**config.mk**
```make
export PLATFORM = sky130hd
export DESIGN_NAME = cip_host_port
export DESIGN_NICKNAME = d
export VERILOG_FILES = /design/src/core/cip_pkg.sv /design/src/core/cip_pin_sync.sv /design/src/core/cip_host_port.sv
export SDC_FILE = /design/constraint.sdc
export NUM_CORES = 1
export LEC_CHECK = 0
export ABC_AREA = 1
export BUFFER_PORTS_ARGS = -buffer_cell sky130_fd_sc_hd__buf_4
export CAP_MARGIN = 25
export CORE_UTILIZATION = 30
export CTS_BUF_LIST = sky130_fd_sc_hd__clkbuf_8
export DETAILED_ROUTE_END_ITERATION = 12
export SETUP_SLACK_MARGIN = 0.3
export SYNTH_ARGS = -nofsm -noshare
export SYNTH_HDL_FRONTEND = slang
export SYNTH_HIERARCHICAL = 1
export SYNTH_SLANG_ARGS = --single-unit
```
**constraint.sdc**
```tcl
create_clock -name core_clk -period 4.15 [get_ports core_clk]
set_input_delay 0.415 -clock core_clk [delete_from_list [all_inputs] [get_ports core_clk]]
set_output_delay 0.415 -clock core_clk [all_outputs]
set_load 0.01 [all_outputs]
```
**src/core/cip_pkg.sv**
```systemverilog
// Constants shared by the card IDE host port
`default_nettype none
package cip_pkg;
	localparam int unsigned CIP_CLK_MHZ        = 125;
	// Strobe phases and card reset pulse in nanoseconds; cycle counts derived from the clock rate
	localparam int unsigned CIP_SETUP_NS       = 70;
	localparam int unsigned CIP_STROBE_NS      = 290;
	localparam int unsigned CIP_HOLD_NS        = 30;
	localparam int unsigned CIP_RESET_NS       = 25000;
	localparam int unsigned CIP_SETUP_CYC      = (CIP_SETUP_NS * CIP_CLK_MHZ + 999) / 1000;
	localparam int unsigned CIP_STROBE_CYC     = (CIP_STROBE_NS * CIP_CLK_MHZ + 999) / 1000;
	localparam int unsigned CIP_HOLD_CYC       = (CIP_HOLD_NS * CIP_CLK_MHZ + 999) / 1000;
	localparam int unsigned CIP_RESET_CYC      = (CIP_RESET_NS * CIP_CLK_MHZ + 999) / 1000;
	localparam int unsigned CIP_CNT_W          = 16;
	localparam int unsigned CIP_DATA_W         = 16;
	localparam int unsigned CIP_ADDR_W         = 3;
	localparam logic [15:0] CIP_BYTE_MASK      = 16'h00FF;
	typedef enum logic [1:0] {
		CIP_SEL_TASKFILE,
		CIP_SEL_ALT,
		CIP_SEL_DATA
	} cip_sel_t;
endpackage
`default_nettype wire

```
**src/core/cip_pin_sync.sv**
```systemverilog
// Three-stage synchroniser for card inputs; value updates when stages two and three agree
`default_nettype none
module cip_pin_sync #(
	parameter int unsigned WIDTH = 1,
	parameter logic [WIDTH-1:0] RST_VAL = '0
) (
	input  wire logic             clk,
	input  wire logic             rst_n,
	input  wire logic [WIDTH-1:0] pin_in,
	output var  logic [WIDTH-1:0] pin_out
);
	logic [WIDTH-1:0] s1_ff;
	logic [WIDTH-1:0] s2_ff;
	logic [WIDTH-1:0] s3_ff;

	always_ff @(posedge clk or negedge rst_n) begin
		if (!rst_n) begin
			s1_ff <= RST_VAL;
			s2_ff <= RST_VAL;
			s3_ff <= RST_VAL;
		end else begin
			s1_ff <= pin_in;
			s2_ff <= s1_ff;
			s3_ff <= s2_ff;
		end
	end

	always_ff @(posedge clk or negedge rst_n) begin
		if (!rst_n) begin
			pin_out <= RST_VAL;
		end else begin
			for (int i = 0; i < WIDTH; i++) begin
				if (s2_ff[i] == s3_ff[i]) begin
					pin_out[i] <= s3_ff[i];
				end
			end
		end
	end
endmodule
`default_nettype wire

```
**src/core/cip_host_port.sv**
```systemverilog
// Card IDE host port: strobe sequencer, pin drive and card status inputs
// Contract
// - Drive an active-low alternate-register chip select toward the card.
// - Drive the active-low task-file chip select low for every task-file access.
// - Present a three-bit register address on bits 2..0 for every access.
// - A high card interrupt input means a card interrupt is pending.
// - Register accesses use data lines 7..0 only; data-block transfers use all 16 lines.
// - A high io-ready input means the card may complete the current access.
// - The card counts as present only when both detect inputs are low.
// - Drive an active-low card reset that holds the card in reset while low.
// - Pulse the active-low read strobe only while the controller is enabled.
// - Pulse the active-low write strobe only while the controller is enabled.
`default_nettype none
module cip_host_port
	import cip_pkg::*;
#(
	parameter int unsigned SETUP_CYC  = CIP_SETUP_CYC,
	parameter int unsigned STROBE_CYC = CIP_STROBE_CYC,
	parameter int unsigned HOLD_CYC   = CIP_HOLD_CYC,
	parameter int unsigned RESET_CYC  = CIP_RESET_CYC
) (
	input  wire logic                  core_clk,
	input  wire logic                  rst_b,
	input  wire logic                  ctrl_enable,
	input  wire logic                  card_reset_req,
	input  wire logic                  req_valid,
	output logic                       req_ready,
	input  wire logic                  req_write,
	input  wire cip_sel_t              req_sel,
	input  wire logic [CIP_ADDR_W-1:0] req_addr,
	input  wire logic [CIP_DATA_W-1:0] req_wdata,
	output var  logic                  rsp_valid,
	output var  logic [CIP_DATA_W-1:0] rsp_rdata,
	output var  logic                  card_present,
	output var  logic                  card_irq_pending,
	output var  logic                  card_in_reset,
	output var  logic                  taskfile_select_n,
	output var  logic                  alt_reg_select_n,
	output var  logic                  reg_addr_bit2,
	output var  logic                  reg_addr_bit1,
	output var  logic                  reg_addr_bit0,
	output var  logic                  card_read_strobe_n,
	output var  logic                  card_write_strobe_n,
	output var  logic                  card_reset_out_n,
	input  wire logic [CIP_DATA_W-1:0] card_data_bus_in,
	output var  logic [CIP_DATA_W-1:0] card_data_bus_out,
	output var  logic                  card_data_bus_oe,
	input  wire logic                  card_irq_in,
	input  wire logic                  card_io_ready_in,
	input  wire logic                  card_detect_a_n,
	input  wire logic                  card_detect_b_n
);
	typedef enum logic [2:0] {
		CIP_IDLE,
		CIP_SETUP,
		CIP_STROBE,
		CIP_WAIT_RDY,
		CIP_HOLD
	} cip_state_t;

	localparam logic [CIP_CNT_W-1:0] SETUP_LD  = CIP_CNT_W'(SETUP_CYC - 1);
	localparam logic [CIP_CNT_W-1:0] STROBE_LD = CIP_CNT_W'(STROBE_CYC - 1);
	localparam logic [CIP_CNT_W-1:0] HOLD_LD   = CIP_CNT_W'(HOLD_CYC - 1);
	localparam logic [CIP_CNT_W-1:0] RESET_LD  = CIP_CNT_W'(RESET_CYC - 1);

	logic                  rst_s1_ff;
	logic                  rst_s2_ff;
	logic                  rst_n;
	logic [3:0]            pins_sync;
	logic                  detect_a_n_s;
	logic                  detect_b_n_s;
	logic                  io_ready_s;
	logic                  irq_s;
	cip_state_t            state_ff;
	cip_state_t            nxt_state;
	logic [CIP_CNT_W-1:0]  cnt_ff;
	logic                  write_ff;
	cip_sel_t              sel_ff;
	logic [CIP_ADDR_W-1:0] addr_ff;
	logic [CIP_DATA_W-1:0] wdata_ff;
	logic [CIP_CNT_W-1:0]  rst_cnt_ff;
	logic                  rst_active_ff;
	logic                  cnt_zero;
	logic                  take;
	logic                  nxt_write;
	cip_sel_t              nxt_sel;
	logic [CIP_ADDR_W-1:0] nxt_addr;
	logic [CIP_DATA_W-1:0] nxt_wdata;

	// Register accesses carry one byte, data-block accesses the whole word
	function automatic logic [CIP_DATA_W-1:0] cip_lane_mask(input cip_sel_t sel,
		input logic [CIP_DATA_W-1:0] data);
		return (sel == CIP_SEL_DATA) ? data : (data & CIP_BYTE_MASK);
	endfunction

	// Reset release through two flops
	always_ff @(posedge core_clk or negedge rst_b) begin
		if (!rst_b) begin
			rst_s1_ff <= 1'b0;
			rst_s2_ff <= 1'b0;
		end else begin
			rst_s1_ff <= 1'b1;
			rst_s2_ff <= rst_s1_ff;
		end
	end
	assign rst_n = rst_s2_ff;

	// Detect pins idle high (pull-ups), irq idles low
	cip_pin_sync #(
		.WIDTH   (4),
		.RST_VAL (4'hE)
	) u_pin_sync (
		.clk     (core_clk),
		.rst_n   (rst_n),
		.pin_in  ({card_detect_b_n, card_detect_a_n, card_io_ready_in, card_irq_in}),
		.pin_out (pins_sync)
	);
	assign irq_s        = pins_sync[0];
	assign io_ready_s   = pins_sync[1];
	assign detect_a_n_s = pins_sync[2];
	assign detect_b_n_s = pins_sync[3];

	always_ff @(posedge core_clk or negedge rst_n) begin
		if (!rst_n) begin
			card_present     <= 1'b0;
			card_irq_pending <= 1'b0;
		end else begin
			card_present     <= !detect_a_n_s && !detect_b_n_s;
			card_irq_pending <= irq_s;
		end
	end

	// Card reset pulse; starts asserted after core reset
	always_ff @(posedge core_clk or negedge rst_n) begin
		if (!rst_n) begin
			rst_active_ff <= 1'b1;
			rst_cnt_ff    <= RESET_LD;
		end else if (card_reset_req) begin
			rst_active_ff <= 1'b1;
			rst_cnt_ff    <= RESET_LD;
		end else if (rst_active_ff) begin
			if (rst_cnt_ff == '0) begin
				rst_active_ff <= 1'b0;
			end else begin
				rst_cnt_ff <= rst_cnt_ff - 1'b1;
			end
		end
	end

	always_ff @(posedge core_clk or negedge rst_n) begin
		if (!rst_n) begin
			card_reset_out_n <= 1'b0;
		end else begin
			card_reset_out_n <= !rst_active_ff;
		end
	end
	assign card_in_reset = rst_active_ff;

	// No access starts while the card is held in reset or the controller is off
	assign req_ready = (state_ff == CIP_IDLE) && ctrl_enable && !rst_active_ff;
	assign take      = req_valid && req_ready;
	assign cnt_zero  = (cnt_ff == '0);

	// Pins follow the new request from the take edge on, so setup never shows the last access
	assign nxt_write = take ? req_write : write_ff;
	assign nxt_sel   = take ? req_sel : sel_ff;
	assign nxt_addr  = take ? req_addr : addr_ff;
	assign nxt_wdata = take ? cip_lane_mask(req_sel, req_wdata) : wdata_ff;

	always_comb begin
		nxt_state = state_ff;
		unique case (state_ff)
			CIP_IDLE:     if (take) nxt_state = CIP_SETUP;
			CIP_SETUP:    if (cnt_zero) nxt_state = CIP_STROBE;
			CIP_STROBE:   if (cnt_zero) nxt_state = CIP_WAIT_RDY;
			CIP_WAIT_RDY: if (io_ready_s || !ctrl_enable) nxt_state = CIP_HOLD;
			CIP_HOLD:     if (cnt_zero) nxt_state = CIP_IDLE;
			default:      nxt_state = CIP_IDLE;
		endcase
	end

	always_ff @(posedge core_clk or negedge rst_n) begin
		if (!rst_n) begin
			state_ff <= CIP_IDLE;
		end else begin
			state_ff <= nxt_state;
		end
	end

	always_ff @(posedge core_clk or negedge rst_n) begin
		if (!rst_n) begin
			cnt_ff <= '0;
		end else if (state_ff != nxt_state) begin
			unique case (nxt_state)
				CIP_SETUP:  cnt_ff <= SETUP_LD;
				CIP_STROBE: cnt_ff <= STROBE_LD;
				CIP_HOLD:   cnt_ff <= HOLD_LD;
				default:    cnt_ff <= '0;
			endcase
		end else if (!cnt_zero) begin
			cnt_ff <= cnt_ff - 1'b1;
		end
	end

	// Request captured once; stays fixed until the next take
	always_ff @(posedge core_clk or negedge rst_n) begin
		if (!rst_n) begin
			write_ff <= 1'b0;
			sel_ff   <= CIP_SEL_TASKFILE;
			addr_ff  <= '0;
			wdata_ff <= '0;
		end else if (take) begin
			write_ff <= nxt_write;
			sel_ff   <= nxt_sel;
			addr_ff  <= nxt_addr;
			wdata_ff <= nxt_wdata;
		end
	end

	// Pin drive registered; selects span setup through hold
	always_ff @(posedge core_clk or negedge rst_n) begin
		if (!rst_n) begin
			taskfile_select_n   <= 1'b1;
			alt_reg_select_n    <= 1'b1;
			reg_addr_bit2       <= 1'b0;
			reg_addr_bit1       <= 1'b0;
			reg_addr_bit0       <= 1'b0;
			card_read_strobe_n  <= 1'b1;
			card_write_strobe_n <= 1'b1;
			card_data_bus_out   <= '0;
			card_data_bus_oe    <= 1'b0;
		end else begin
			// Data window uses the task-file select, as an IDE data port does
			taskfile_select_n <= !((nxt_state != CIP_IDLE) && (nxt_sel != CIP_SEL_ALT));
			alt_reg_select_n  <= !((nxt_state != CIP_IDLE) && (nxt_sel == CIP_SEL_ALT));
			reg_addr_bit2     <= nxt_addr[2];
			reg_addr_bit1     <= nxt_addr[1];
			reg_addr_bit0     <= nxt_addr[0];
			card_read_strobe_n <= !(ctrl_enable && !nxt_write &&
				(nxt_state == CIP_STROBE || nxt_state == CIP_WAIT_RDY));
			card_write_strobe_n <= !(ctrl_enable && nxt_write &&
				(nxt_state == CIP_STROBE || nxt_state == CIP_WAIT_RDY));
			card_data_bus_out <= nxt_wdata;
			card_data_bus_oe  <= nxt_write && (nxt_state != CIP_IDLE);
		end
	end

	// Read data sampled as the strobe ends
	always_ff @(posedge core_clk or negedge rst_n) begin
		if (!rst_n) begin
			rsp_valid <= 1'b0;
			rsp_rdata <= '0;
		end else begin
			rsp_valid <= (state_ff == CIP_HOLD) && cnt_zero;
			if (state_ff == CIP_WAIT_RDY && nxt_state == CIP_HOLD && !write_ff) begin
				rsp_rdata <= cip_lane_mask(sel_ff, card_data_bus_in);
			end
		end
	end
endmodule
`default_nettype wire

```
### Yosys cells after proc, flatten, opt, wreduce, memory -nomap -nowiden

Cells that the tools add are included.

* mux-type cells: 21
* equal/unequal tests: 19
* reduce and logical (&&, ||, !) cells: 32
* add/subtract/negate cells: 2
* div/mod/pow operators: 0
* bitwise operators: 0
* $lt $le $gt $ge: 0
* shifts and indexed selects: 0
* multiply operators: 0

Operators with widths (count)
* $mux 16: 8
* $logic_not 16->1: 2
* $sub 16x1->16 const B: 2
* $mux 3: 6
* $pmux 6 s3: 1
* $pmux 3 s5: 1
* $logic_and 1x1->1: 14
* $eq 3x2->1 const B: 4
* $logic_not 1->1: 10
* $eq 3x1->1 const B: 2
* $eq 3x3->1 const B: 2
* $eq 1x1->1: 4
* $eq 2x2->1 const B: 2
* $mux 1: 4
* $ne 2x1->1 const B: 2
* $logic_not 3->1: 1
* $ne 3x3->1: 1
* $reduce_bool 3->1: 1
* $eq 2x1->1 const B: 1
* $logic_or 1x1->1: 2
* $mux 2: 1
* $ne 2x2->1 const B: 1
* $reduce_and 2->1: 1
* $reduce_bool 2->1: 1

* output and inout bits: 46
* word-level logic and storage cells: 105
* input bits: 47
* latch bits: 0
* memories kept: 0
* bits in writable memories: 0
* flip-flop bits (word level): 120
* ROM bits: 0

### Longest topological paths before layout

* depth in word-level cells: 10
* gate-level depth with buffers: 13
* gate-level depth less buffers: 13

### Cells and area by module

Netlist, hierarchy kept.

By module, submodules not included
* cip_host_port: seq. area each 2615.0 µm², cells each 500, instances 1, area an instance 4541.9 µm²
* cip_pin_sync: seq. area each 415.4 µm², cells each 32, instances 1, area an instance 480.5 µm²

### Least setup slack after synthesis

Ideal clock, no wire load.

* path kind: register -> register
* start point: reg cnt_ff[0]
* end point: reg cnt_ff[4]
* path slack: 2460 ps
* clock period less this slack: 1690 ps
* setup time: 137 ps
* cell stages (with the launch flop): 13
* arrival: 1553 ps
* cells stage by stage: dfrtp_1 > inv_1 > ha_1 > nand2_4 > nor2_4 > nand2_4 > nand2_1 > nand3_2 > nand2_2 > nand2_4 > nand2_4 > buf_6 > nor3_2

* word-level cells in the longest chain between the ends: 5

RTL lines
* from (decl): RTL line cip_host_port.sv:76 `logic [CIP_CNT_W-1:0] cnt_ff;`
* from (signal assigned): RTL line cip_host_port.sv:201 `cnt_ff <= cnt_ff - 1'b1;`
* $logic_not 16->1 (*): RTL line cip_host_port.sv:162 `assign cnt_zero = (cnt_ff == '0);`
* $mux 3, on equally long branches: RTL line cip_host_port.sv:177, cip_host_port.sv:174, cip_host_port.sv:175
* $pmux 3 s5 (*): RTL line cip_host_port.sv:172 `unique case (state_ff)`
* via nxt_state[0]: RTL line cip_host_port.sv:75 `cip_state_t nxt_state;`
* $ne 3x3->1 (*): RTL line cip_host_port.sv:193 `end else if (state_ff != nxt_state) begin`
* $ne 2x1->1 (no line) or $mux 16 (tied branches)

The timed path passes the listed nets; every way through them passes the cells marked *. The select of a mux whose other input is x is not followed.
A chain may end at the register's enable or synchronous reset.

### Final worst setup path

* start point: reg state_ff[0]
* end point: reg taskfile_select_n

* word-level cells in the longest chain between the ends: 9

RTL lines
* from (decl): RTL line cip_host_port.sv:74 `cip_state_t state_ff;`
* from (signal assigned): RTL line cip_host_port.sv:186 `state_ff <= nxt_state;`
* $logic_not 3->1: RTL line cip_host_port.sv:160, cip_host_port.sv:172
* $logic_and 1x1->1 (2 in series): RTL line cip_host_port.sv:160 `assign req_ready = (state_ff == CIP_IDLE) && ctrl_enable && !rst_active_ff;`
* $logic_and 1x1->1: RTL line cip_host_port.sv:161 `assign take = req_valid && req_ready;`
* $mux 3: RTL line cip_host_port.sv:173 `CIP_IDLE: if (take) nxt_state = CIP_SETUP;`
* $pmux 3 s5: RTL line cip_host_port.sv:172
* $reduce_bool 3->1: RTL line cip_host_port.sv:234 `taskfile_select_n <= !((nxt_state != CIP_IDLE) && (nxt_sel != CIP_SEL_ALT));`
* $logic_and 1x1->1 (*): RTL line cip_host_port.sv:234
* $logic_not 1->1 (*): RTL line cip_host_port.sv:234
* to (signal assigned): RTL line cip_host_port.sv:234
* to (decl): RTL line cip_host_port.sv:37 `output var logic taskfile_select_n,`

Every way passes the cells marked *; elsewhere a longest branch is shown, timed or not.

==> results.tsv <==
metric	value	unit
synthDistinctLibCells	39	
synth_area_leaders	dfrtp_1, dfstp_2, nand2_1, nor2_1, inv_1	
die_h	131	um
core-area	16100	um2
cp_data_arrival_time	2.92	ns
fin_total_pwr	2.94	mW
finClkSkew	0.0109	ns
setup-tns-final	0	ns
viasPerCell	4.42	
yosys-top-cells-count	nand2_1, dfrtp_1, nor2_1, inv_1, o21ai_0	
antenna_left	0	
grt_pass1_wl	18100	um
num-fill-cells	1636	
layout-drive-gt1-share	28.1	%
seq_area_frac_synth	60.3	%
synth-edff-count	0	
synth.avg_cell_area	9.44	um2
run_status	finished, final reports clean	
synth_top_family_by_area	simple AND/OR/NAND/NOR gates	
crit_type	reg -> reg	
cts_sinks	120	
crit_fanout	27	
wire_per_inst	12.2	um
num_io_pins	93	
wl	10600	um
dieArea	17300	um2
clkPwrFrac	38.4	%
slew-limit-headroom	54.0	%
num_vias	3836	
worst_pin_slew	0.689	ns
die_w	131	um
p_sw_share	27.9	%
grt_usage	13.4	%
initial_utilization	31.2	%
critical-path-max-stage-delay	0.46	ns
synth_top_area_share	48.8	%
cts_resized	0	
dr.pass1.iters	4	
grt_max_degree	48	
hold_class	in -> reg	
irDropWorstVdd	0.000264	V
synth-main-ff-cell	dfrtp_1	
placementRows	46	
p_per_area	459	nW/um2
maxSlewViolCount	0	
synthAdderAreaFrac	0.498	%
synth_warnings	6	
cts_tree	yes	
syn_nets	581	
port_buffers	92	
worst_path_most_repeated_cell	inv_1	
worstSkewPairLatency	0.44	ns
synthMuxAreaShare	0.199	%
setup_viol	0	
power.internal	2.12	mW
cts_max_level	4	
area_growth_syn_to_layout	27.5	%
clk_path_buf_depth	2	
drtIter0Drc	185	
worstPathRequired	4.54	ns
grt_antenna_before_repair	0	
finalWeightedCongestion	0.863	
timing.fmax	0.395	GHz
synthArstFlopShare	100	%
cpMaxStageDelayCell	dfrtp_1	
drc_errors	0	
nNetsFinal	687	
syn_inst	532	
p_seq_share	43.3	%
path_cells	nor2_2, nand4_2, buf_4, inv_1, or2_2, inv_1, a211oi_1, or2_1	
insertedDiodeCount	0	
synth_top_cell_by_area	dfrtp_1	
synth_compound_area_share	5.18	%
drv_cap	0	
synthXorXnorAreaFrac	3.14	%
dpl_worst_slack	1.63	ns
place_hpwl	7610	um
power_switching	821	uW
synthSimpleGateAreaFrac	26.3	%
finalCoreUtilization	39.7	%
synth_seq_cells	120	
combPwrFrac	18.3	%
netlist_area	5020	um2
start_kind	flip-flop	
clk_pin_slew	0.07	ns
numCtsBuffers	17	
overflow	0	
hold_ws	0.0725	ns
timing.final.ws_setup	1.62	ns
fin_crit	2.53	ns
cts-root-buf	clkbuf_8	
leakagePower	3.42	nW
yosysMostFrequentCell	nand2_1	
grt_setup_unrepaired	no	
finalHoldViolCount	0	
cp-end-kind	flip-flop	
first_global_vias	3744	
finalCritPeriodShare	61.0	%
layer usage:
| metal | vias to the layer above | global-route usage, % | wire [um] |
|---|---|---|---|
| met3 | 14 | 5.59 | 697 |
| li1 | 1896 | - | - |
| met1 | 1820 | 17.1 | 4970 |
| met5 | - | 0 | 0 |
| met2 | 106 | 20.2 | 4810 |
| met4 | 0 | 4.78 | 133 |
worst max-delay path, delay by kind of cell, from the launching register on:
kind | cells | cell delay (ns)
and+or+nand+nor | 4 | 0.98
buffers and inverters | 3 | 0.81
DFF | 1 | 0.46
AOI/OAI and AO/OA | 1 | 0.22
logic make-up after synthesis:
| family | Yosys count |
|---|---|
| xor gates and xnor gates | 18 |
| buffers and inverters | 54 |
| AOI/OAI and AO/OA | 47 |
| adders and majority gates | 2 |
| and+or+nand+nor | 289 |
| muxes | 1 |
| DFF | 120 |
| other | 1 |
metrics by stage:
stage                     std cells  instance area, um2
after floorplan                 532                5020
after global placement          834                5960
after detailed placement        834                5960
after CTS                       867                6400
after global routing            867                6400
final                           867                6400
area by class of cell:
class                      count  area (um2)  area share, %
tap                          216         270           4.22
clock buffer                  18         248           3.87
clock inverter                14         181           2.83
timing repair buffer          96         723           11.3
inverter                      45         169           2.64
sequential                   120        3030           47.4
multi-input combinational    358        1780           27.8
timing repair:
item                      in CTS  in global routing
hold buffers                   1                  0
hold endpoints to repair       2                  0
buffers inserted               0                  0
flip-flops by register name, indices dropped and copies added, names as in the netlist, 2 cells and up:
register            count
wdata_ff               16
sel_ff                  2
u_pin_sync/s2_ff        4
state_ff                3
cnt_ff                 16
u_pin_sync/s1_ff        4
card_data_bus_out      16
rst_cnt_ff             16
rsp_rdata              16
addr_ff                 3
u_pin_sync/pin_out      4
u_pin_sync/s3_ff        4
final timing paths:
path	end	from	depth (start not counted)	slack, ns
max	taskfile_select_n$_DFF_PN1_	state_ff[0]$_DFF_PN0_	8	1.62
min	u_pin_sync/s1_ff[1]$_DFF_PN1_	card_io_ready_in	1	0.07
max reg2reg	taskfile_select_n$_DFF_PN1_	state_ff[0]$_DFF_PN0_	8	1.62
min reg2reg	wdata_ff[9]$_DFFE_PN0N_	rst_n$_DFF_PN0_	0	0.34
max in group asynchronous	u_pin_sync/s2_ff[3]$_DFF_PN1_	rst_n$_DFF_PN0_	1	2.87
min in group asynchronous	rst_n$_DFF_PN0_	rst_b	2	0.28
layout by cell type, fill, tap and decap left out, types with 2 or more instances in the layout:
| master | count |
|---|---|
| a21oi_1 | 12 |
| buf_4 | 95 |
| bufinv_16 | 4 |
| clkbuf_8 | 18 |
| clkinv_2 | 2 |
| clkinvlp_4 | 3 |
| dfrtp_1 | 97 |
| dfstp_2 | 22 |
| ha_1 | 2 |
| inv_1 | 44 |
| inv_2 | 4 |
| inv_6 | 2 |
| nand2_1 | 153 |
| nand2_2 | 4 |
| nand2_4 | 4 |
| nand3_1 | 24 |
| nand3_2 | 2 |
| nand3b_1 | 4 |
| nand4_1 | 6 |
| nor2_1 | 59 |
| nor2_2 | 10 |
| nor2_4 | 2 |
| nor3_1 | 8 |
| nor3_2 | 5 |
| nor4_1 | 2 |
| o21ai_0 | 28 |
| o31ai_1 | 2 |
| or2_2 | 2 |
| xnor2_1 | 6 |
| xor2_1 | 12 |
power groups by stage:
stage / sequential [mW] / clock, mW / combinational (mW)
floorplan: 1.29 / 0 / 0.421
global placement: 1.29 / 0 / 0.529
detailed placement: 1.29 / 0 / 0.545
CTS: 1.27 / 1.16 / 0.546
global route: 1.28 / 1.22 / 0.608
finish: 1.27 / 1.13 / 0.540
No activity file was read; power rests on OpenSTA's default activity.
